===== config.mk =====
export PLATFORM = sky130hd
export DESIGN_NAME = timer0_counter_prescaler
export DESIGN_NICKNAME = d
export VERILOG_FILES = /design/src/hw/tmr_pkg.sv /design/src/hw/tick_if.sv /design/src/hw/pin_sync.sv /design/src/hw/timer0_counter_prescaler.sv
export SDC_FILE = /design/constraint.sdc
export NUM_CORES = 1
export LEC_CHECK = 0
export ABC_AREA = 1
export ABC_CLOCK_PERIOD_IN_PS = 2000
export BUFFER_PORTS_ARGS = -buffer_cell sky130_fd_sc_hd__buf_2
export CORE_MARGIN = 1.5
export CORE_UTILIZATION = 42
export CTS_CLUSTER_DIAMETER = 120
export DETAILED_ROUTE_END_ITERATION = 6
export PLACE_DENSITY_LB_ADDON = 0.25
export SKIP_LAST_GASP = 1
export SLEW_MARGIN = 20
export SYNTH_ARGS = -nofsm -noshare
export SYNTH_HDL_FRONTEND = slang
export SYNTH_SLANG_ARGS = --single-unit

===== constraint.sdc =====
create_clock -name pclk -period 2 [get_ports pclk]
set_input_delay 0 -clock pclk [delete_from_list [all_inputs] [get_ports pclk]]
set_output_delay 0 -clock pclk [all_outputs]
set_load 0.02 [all_outputs]

===== src/hw/tmr_pkg.sv =====
package tmr_pkg;
  // Register byte offsets
  localparam logic [7:0] count_off = 8'h00;
  localparam logic [7:0] option_off = 8'h04;
  localparam logic [7:0] intctl_off = 8'h08;
  localparam logic [7:0] irq_status_off = 8'h0C;
  localparam logic [7:0] irq_mask_off = 8'h10;
  // Option field positions
  localparam int ps_rate_lsb = 0;
  localparam int ps_assign_bit = 3;
  localparam int edge_sel_bit = 4;
  localparam int src_sel_bit = 5;
  // Interrupt control field positions
  localparam int ovf_flag_bit = 2;
  localparam int ovf_en_bit = 5;
  localparam int global_enable_bit = 7;
  // Reset values
  localparam logic [7:0] option_rst = 8'hFF;
  localparam logic [7:0] intctl_rst = 8'h00;
  localparam logic [7:0] count_rst = 8'h00;
  // Cycles of inhibit after a count write
  localparam int write_inhibit_cycles = 2;
  // Instruction cycle = 4 clocks
  localparam int icyc_div = 4;
endpackage

===== src/hw/tick_if.sv =====
`timescale 1ns/10ps
interface tick_if;
  logic tick;
  logic rise;
  logic fall;
  modport src (output tick, output rise, output fall);
  modport dst (input tick, input rise, input fall);
endinterface


===== src/hw/pin_sync.sv =====
`timescale 1ns/10ps
module pin_sync #(
  parameter int div = 4
) (
  input wire logic pclk,
  input wire logic presetn,
  input wire logic pin,
  input wire logic run,
  tick_if.src t
);
  // Divider register is 8 bits wide
  if (div < 1 || div > 256)
  begin : g_bad_div
    $error("div must lie between 1 and 256");
  end
  logic s1_r;
  logic s2_r;
  logic s3_r;
  logic [7:0] div_r;
  logic div_end;
  assign div_end = (div_r == 8'(div - 1));
  always_ff @(posedge pclk or negedge presetn)
  begin
    if (!presetn)
    begin
      s1_r <= 1'b0;
      s2_r <= 1'b0;
      s3_r <= 1'b0;
      div_r <= 8'h00;
    end
    else
    begin
      s1_r <= pin;
      s2_r <= s1_r;
      s3_r <= s2_r;
      div_r <= (div_end || !run) ? 8'h00 : div_r + 8'h01;
    end
  end
  // Edge detect on synchronised copy only
  assign t.rise = run && s2_r && !s3_r;
  assign t.fall = run && !s2_r && s3_r;
  assign t.tick = run && div_end;
endmodule // pin_sync


===== src/hw/timer0_counter_prescaler.sv =====
`timescale 1ns/10ps
// Operation
// - 8-bit count, interrupt on FF to 00
// - Source select clear uses instruction clock
// - No prescaler: count every instruction cycle
// - Count write inhibits two instruction cycles
// - Source select set counts pin edges
// - Edge select: clear rising, set falling
// - Prescaler goes to timer or watchdog only
// - Prescaler count hidden from software
// - 8-bit programmable prescaler divides source
// - Overflow sets flag bit 2, enable bit 5
// - Timer stopped during sleep
// - Flag sets regardless of enables
module timer0_counter_prescaler (
  input wire logic pclk,
  input wire logic presetn,
  input wire logic psel,
  input wire logic penable,
  input wire logic pwrite,
  input wire logic [7:0] paddr,
  input wire logic [31:0] pwdata,
  output logic [31:0] prdata,
  output logic pready,
  output logic pslverr,
  input wire logic external_count_input,
  input wire logic sleep,
  output logic watchdog_tick,
  output logic overflow_irq,
  output logic irq
);
  tick_if tk ();
  logic [7:0] timer_count_register_r;
  logic [7:0] option_r;
  logic [7:0] intctl_r;
  logic [7:0] prescale_r;
  logic [1:0] inhibit_r;
  logic [1:0] irq_status_r;
  logic [1:0] irq_mask_r;
  logic [31:0] prdata_r;
  logic running;
  assign running = !sleep;
  pin_sync #(.div(tmr_pkg::icyc_div)) u_sync (
    .pclk(pclk),
    .presetn(presetn),
    .pin(external_count_input),
    .run(running),
    .t(tk.src)
  );
  logic wr;
  logic rd;
  logic wr_count;
  logic wr_option;
  logic wr_intctl;
  logic wr_mask;
  logic rd_status;
  logic mapped;
  assign wr = psel && penable && pwrite;
  assign rd = psel && penable && !pwrite;
  assign wr_count = wr && (paddr == tmr_pkg::count_off);
  assign wr_option = wr && (paddr == tmr_pkg::option_off);
  assign wr_intctl = wr && (paddr == tmr_pkg::intctl_off);
  assign wr_mask = wr && (paddr == tmr_pkg::irq_mask_off);
  assign rd_status = rd && (paddr == tmr_pkg::irq_status_off);
  assign mapped = (paddr == tmr_pkg::count_off) || (paddr == tmr_pkg::option_off)
    || (paddr == tmr_pkg::intctl_off) || (paddr == tmr_pkg::irq_status_off)
    || (paddr == tmr_pkg::irq_mask_off);
  assign pready = 1'b1;
  assign pslverr = psel && penable && !mapped;
  assign prdata = prdata_r;
  logic src_ext;
  logic edge_fall;
  logic ps_to_watchdog;
  logic [2:0] ps_rate;
  assign src_ext = option_r[tmr_pkg::src_sel_bit];
  assign edge_fall = option_r[tmr_pkg::edge_sel_bit];
  assign ps_to_watchdog = option_r[tmr_pkg::ps_assign_bit];
  assign ps_rate = option_r[tmr_pkg::ps_rate_lsb +: 3];
  // Selected source event
  logic src_ev;
  assign src_ev = src_ext ? (edge_fall ? tk.fall : tk.rise) : tk.tick;
  // Prescaler: tap of an 8-bit ripple count, ratio 2^(rate+1)
  logic [7:0] ps_inc;
  logic [7:0] ps_mask;
  logic ps_out;
  assign ps_inc = prescale_r + 8'h01;
  assign ps_mask = 8'((9'h002 << ps_rate) - 9'h001);
  assign ps_out = src_ev && ((prescale_r & ps_mask) == ps_mask);
  // Watchdog gets prescaled or raw instruction ticks, never shared
  assign watchdog_tick = ps_to_watchdog ? (tk.tick && ((prescale_r & ps_mask) == ps_mask))
    : tk.tick;
  logic ps_src_ev;
  assign ps_src_ev = ps_to_watchdog ? tk.tick : src_ev;
  logic tmr_ev;
  assign tmr_ev = ps_to_watchdog ? src_ev : ps_out;
  logic inhibit_tick;
  assign inhibit_tick = tk.tick && (inhibit_r != 2'b00);
  logic do_inc;
  assign do_inc = running && tmr_ev && (inhibit_r == 2'b00) && !wr_count;
  logic ovf;
  assign ovf = do_inc && (timer_count_register_r == 8'hFF);
  always_ff @(posedge pclk or negedge presetn)
  begin
    if (!presetn)
    begin
      timer_count_register_r <= tmr_pkg::count_rst;
      prescale_r <= 8'h00;
      inhibit_r <= 2'b00;
    end
    else
    begin
      if (wr_count)
      begin
        timer_count_register_r <= pwdata[7:0];
        inhibit_r <= 2'(tmr_pkg::write_inhibit_cycles);
      end
      else
      begin
        if (do_inc)
          timer_count_register_r <= timer_count_register_r + 8'h01;
        if (inhibit_tick)
          inhibit_r <= inhibit_r - 2'b01;
      end
      if (wr_count && !ps_to_watchdog)
        prescale_r <= 8'h00;
      else if (running && ps_src_ev)
        prescale_r <= ps_inc;
    end
  end
  always_ff @(posedge pclk or negedge presetn)
  begin
    if (!presetn)
    begin
      option_r <= tmr_pkg::option_rst;
      irq_mask_r <= 2'b00;
    end
    else
    begin
      if (wr_option)
        option_r <= pwdata[7:0];
      if (wr_mask)
        irq_mask_r <= pwdata[1:0];
    end
  end
  // Interrupt control: flag set wins over software clear
  logic [7:0] intctl_nxt;
  assign intctl_nxt = wr_intctl ? pwdata[7:0] : intctl_r;
  always_ff @(posedge pclk or negedge presetn)
  begin
    if (!presetn)
      intctl_r <= tmr_pkg::intctl_rst;
    else
    begin
      intctl_r <= intctl_nxt;
      if (ovf)
        intctl_r[tmr_pkg::ovf_flag_bit] <= 1'b1;
    end
  end
  // Sticky status: bit0 overflow, bit1 count write; read clears, set wins
  logic [1:0] ev;
  assign ev = {wr_count, ovf};
  always_ff @(posedge pclk or negedge presetn)
  begin
    if (!presetn)
      irq_status_r <= 2'b00;
    else
      irq_status_r <= (rd_status ? 2'b00 : irq_status_r) | ev;
  end
  assign overflow_irq = intctl_r[tmr_pkg::ovf_flag_bit] && intctl_r[tmr_pkg::ovf_en_bit]
    && intctl_r[tmr_pkg::global_enable_bit];
  assign irq = |(irq_status_r & irq_mask_r);
  // Read mux; prescaler count has no address
  logic [31:0] rd_mux;
  assign rd_mux = (paddr == tmr_pkg::count_off) ? {24'h000000, timer_count_register_r}
    : (paddr == tmr_pkg::option_off) ? {24'h000000, option_r}
    : (paddr == tmr_pkg::intctl_off) ? {24'h000000, intctl_r}
    : (paddr == tmr_pkg::irq_status_off) ? {30'h0000000, irq_status_r}
    : (paddr == tmr_pkg::irq_mask_off) ? {30'h0000000, irq_mask_r}
    : 32'h00000000;
  always_ff @(posedge pclk or negedge presetn)
  begin
    if (!presetn)
      prdata_r <= 32'h00000000;
    else if (psel && !penable && !pwrite)
      prdata_r <= rd_mux;
  end
endmodule // timer0_counter_prescaler


## Word level (Yosys, flattened, before mapping)

Cells that the tools add are included.

| word-level totals | value |
|---|---|
| output and inout bits | 37 |
| logic and storage cells | 97 |
| bits of input ports | 47 |
| bits in registers | 81 |

| operators by class | value |
|---|---|
| mux-type cells | 20 |
| eq/ne operators | 7 |
| add/sub/neg operators | 5 |
| bitwise gates (word level) | 3 |
| reduce and logical (&&, ||, !) cells | 48 |
| shift-type cells | 1 |

Operator list:

| kind | count |
|---|---|
| 8-bit 2-to-1 mux | 8 |
| 1-bit logical AND | 27 |
| 8-bit by 1-bit adder with 8-bit output, second input constant | 3 |
| 8-bit by 4-bit == test with 1-bit output, second input constant | 2 |
| 2-bit 2-to-1 mux | 5 |
| 2-bit nonzero test | 5 |
| 8-bit AND | 1 |
| 8-bit by 2-bit == test with 1-bit output, second input constant | 1 |
| 8-bit by 3-bit == test with 1-bit output, second input constant | 1 |
| 8-bit by 5-bit == test with 1-bit output, second input constant | 1 |
| 8-bit == test | 1 |
| 8-bit == test, second input constant | 1 |
| 1-bit zero test | 8 |
| 8-bit zero test | 1 |
| 2-bit by 3-bit << shifter with 8-bit output, first input constant | 1 |
| 8-bit by 1-bit subtractor with 8-bit output, second input constant | 1 |
| 1-bit 2-to-1 mux | 6 |
| 1-bit logical OR | 5 |
| 3-bit 2-to-1 mux | 1 |
| 2-bit AND | 1 |
| 2-bit zero test | 1 |
| 2-bit OR | 1 |
| 2-bit OR reduction | 1 |
| 2-bit by 1-bit subtractor with 2-bit output, second input constant | 1 |

## Depth between registers and ports, before layout

| depth | value |
|---|---|
| word-level depth | 12 |
| gate-level depth with buffers | 12 |
| mapped depth without buffers | 12 |

## Modules after synthesis

From an unflattened synthesis, not the netlist that was laid out.

| second synthesis, totals | value |
|---|---|
| cells, all modules | 452 |
| area, all modules | 3,482.1 µm² |

By module, submodules not included:

| module | cells each | times used | area an instance (µm²) |
|---|---|---|---|
| timer0_counter_prescaler | 389 | 1 | 2,946.6 |
| pin_sync | 63 | 1 | 535.5 |

## Worst setup path before layout

Ideal clock, no wire load.

| timing | value |
|---|---|
| kind | reg2reg |
| start | register u_sync.div_r[0] |
| end | register u_sync.div_r[6] |
| library setup time | 0.064 ns |
| setup slack | 0.552 ns |
| stages on the path, launching flop included | 9 |
| data required time | 1.936 ns |
| data arrival time | 1.384 ns |
| clock period less this slack | 1.448 ns |
| path through | dfrtp_1 -> ha_1 -> inv_1 -> nor2_1 -> and2_1 -> or2_1 -> buf_2 -> a21oi_2 -> o21a_1 |

| on the way | value |
|---|---|
| word-level cells in the longest chain between the ends | 3 |

RTL lines:

| element | RTL line | source |
|---|---|---|
| start, declared | pin_sync.sv:19 | `logic [7:0] div_r;` |
| start signal, assigned | pin_sync.sv:36 | `div_r <= (div_end \|\| !run) ? 8'h00 : div_r + 8'h01;` |
| parallel branches: the longest is 2 deep, another holds 8-bit by 1-bit adder with 8-bit output | - |  |
| 8-bit 2-to-1 mux (*) | pin_sync.sv:36 |  |

Every way passes the cells marked *.
A chain may end at the register's enable or synchronous reset.

## Final worst setup path

| timing | value |
|---|---|
| start | register u_sync.div_r[0] |
| end | output port watchdog_tick |

| on the way | value |
|---|---|
| word-level cells in the longest chain between the ends | 4 |

RTL lines:

| element | RTL line | source |
|---|---|---|
| 8-bit by 2-bit == test with 1-bit output (*) | pin_sync.sv:21 | `assign div_end = (div_r == 8'(div - 1));` |
| 1-bit logical AND (*) | pin_sync.sv:42 | `assign t.tick = run && div_end;` |
| 1-bit logical AND | timer0_counter_prescaler.sv:90 | `assign watchdog_tick = ps_to_watchdog ? (tk.tick && ((prescale_r & ps_mask) == ps_mask))` |
| 1-bit 2-to-1 mux (*) | timer0_counter_prescaler.sv:90 |  |
| end, declared | timer0_counter_prescaler.sv:28 | `output logic watchdog_tick,` |

Every way passes the cells marked *; elsewhere a longest branch is shown, timed or not.

==> run metrics <==
Post-synth top flop=dfrtp_1; Pwr Density=767 mW/mm^2; Synth Cell Area=0.00340 sq mm; Final Power=2.97 mW; Finished Cell Area=0.00387 sq mm; Final Skew=0.00886 ns; synthesis-to-layout area growth=14.0%; FFs w/ async S/R, synth=100%; final setup TNS=0 ns; critical path class=reg -> out; Via Count=2834; fraction of layout cells with a size suffix above 1=17.2%; placed cell areas=0.00358 sq mm; Post-synth EDFFs=0; Die Width=92.9 microns; period utilisation layout=87.2%; final slew viol count=0; fin util=49.9%; leakage=2.01 nW; post-detailed-route wirelength per cell=11.9 microns; post-cts sizing count=0; DR pass1 iterations=4; Synth Register Bits=57; HP Class=in -> reg; Max FO, Critical Path=4; max frequency=574 MHz; initial DRC count=129; ant diodes=0; Syn Inst Count=439; # rows=32; Synth cell types=42; die area=0.00864 sq mm; CTS sink count=57; vias per cell=4.76; CTS Buf Count=9; CTS Buffer Depth=2; Synth area leader=dfrtp_1; vias in the first global route=2683; VDD IR max=0.467 mV; Ports=84; CTS tree=built; max-cap check violation count=0; Setup-failing EPs final=0; Tightest Pin Transition=0.631 ns; Hold Fails Final Rpt=0; Clk pin slew, worst setup/hold paths=0.07 ns; CTS root buf=clkbuf_8; H-Tree Depth=3; Total GRT Usage=18.2%; share of the synthesized area in the top cell type=36.1%; Routed Antenna Nets=0; r2r worst-path depth=9; Critical Path Sink Type=output pin; Die Y=92.9 microns; Critical Path RT=2.00 ns; pre-CTS setup slack=0.311 ns; dpl hpwl=5090 microns; Residual DRC=0; Syn Area/Cell=7.74 sq um; relative slew slack=57.9%; final WL=7100 microns; post-CTS setup repair buffer count=0; port buffer count=34; yosys warns=0; Final nets=540; Core ar.=0.00777 sq mm; first-pass GRT wire length=12300 microns; total placed cells including tap cells=570; RSZ-0062 raised after global routing=false; post-synthesis sequential area ratio=42.3%; CP Launch Type=flop; total global routing overflow=0; Cell Count, Final, Fillers Out=596; Initial Util=43.7%; Synth area leaders=dfrtp_1 (36%), nand2_1 (14%), dfstp_2 (6.2%); crit path time final=1.74 ns; RePlAce Congestion=0.838; Clock Latency Late Sink=0.35 ns; largest net degree at the start of global routing=32; setup ws final=0.256 ns; hold path cells=5; initial antenna violation count=0; outcome=finished, final reports clean; Hold WS=0.0469 ns; CP arrival=1.74 ns; # hold bufs at CTS=10
## flip-flops by register name, indices dropped and copies added, names as in the netlist
register	cells
intctl_r	8
irq_status_r	2
irq_mask_r	2
u_sync.s2_r	1
inhibit_r	2
u_sync.s1_r	1
option_r	8
u_sync.s3_r	1
prescale_r	8
timer_count_register_r	8
prdata	8
u_sync.div_r	8
## synth_stat cells (3+ instances only)
master     n
a21oi_1    8
buf_4     25
buf_6      3
dfrtp_1   49
dfstp_2    8
ha_1       4
inv_1     51
inv_2      3
nand2_1  123
nand2_2    3
nand2_4    3
nand3_1   39
nand4_1   12
nor2_1    22
nor2_4     3
nor3_1     9
o21a_1     5
o21ai_0   16
o21ai_1   15
xnor2_1    4
xor2_1     8
## cell families (layout without fill, tap and decap cells)
group,count (synthesis),after routing,synth area share [%]
other,2,25,0.221
DFF,57,57,42.3
xor gates and xnor gates,12,12,3.09
adders and majority gates,4,4,1.47
AOI/OAI and AO/OA,49,49,8.03
and+or+nand+nor,229,229,31.7
buffers and inverters,86,118,13.1
## worst max-delay path: stages, from the launching register on
cell	delay [ns]
dfrtp_1	0.39
ha_1	0.20
inv_1	0.05
nor2_1	0.12
and2_1	0.16
nand2_1	0.09
a21oi_1	0.18
buf_2	0.20
## final timing paths
| check | startpoint | to | slack, ns |
|---|---|---|---|
| setup / recovery | u_sync.div_r[0] | watchdog_tick | 0.26 |
| hold / removal | pwrite | irq_status_r[1] | 0.05 |
| setup reg to reg | u_sync.div_r[0] | prescale_r[1] | 0.30 |
| hold reg to reg | u_sync.s1_r | u_sync.s2_r | 0.37 |
| max in group asynchronous | presetn | option_r[0] | 1.13 |
| min in group asynchronous | presetn | intctl_r[5] | 0.20 |
## cell type report
cell class              instances  area, sq um
multi-input cells             319         1600
well taps                     102          128
fillers                       774         3890
clock buffers                  10          138
flip-flops and latches         57         1440
clock inverters                 6         57.6
inverters                      56          216
repair buffers                 46          298
## metal layers
| layer | vias up | share of wire [%] | GRT usage [%] |
|---|---|---|---|
| met1 | 1305 | 46 | 23.0 |
| li1 | 1459 | - | - |
| met4 | 0 | 1.4 | 5.68 |
| met2 | 60 | 48 | 29.4 |
| met5 | - | 0 | 0 |
| met3 | 10 | 4.6 | 5.67 |
## cells in the final DEF, fill, tap and decap left out, types with 2 or more instances in the layout
cell type,synthesis,layout
inv_1,51,51
nand2_2,3,3
o21ai_1,15,15
nor3_1,9,9
o21ai_0,16,16
nand2_1,123,123
nor2_1,22,22
xor2_1,8,8
dlygate4sd3_1,0,10
dfstp_2,8,8
nor2_2,2,2
a21oi_1,8,8
nand4_1,12,12
nand3_2,2,2
nand3b_1,2,2
or2_2,2,2
clkinv_2,1,5
nand2_4,3,3
conb_1,2,25
ha_1,4,4
dfrtp_1,49,49
nand3_1,39,39
buf_2,1,34
xnor2_1,4,4
clkbuf_8,0,10
inv_2,3,3
o21a_1,5,5
nor2_4,3,3
## power breakdown
part	total [mW]	switching [mW]	leakage (nW)	internal, mW
registers	1.36	0.103	0.721	1.26
logic	0.527	0.325	1.19	0.202
clock network	1.08	0.480	0.102	0.599
total	2.97	0.907	2.01	2.06
Power figures use the tool's default switching activity.
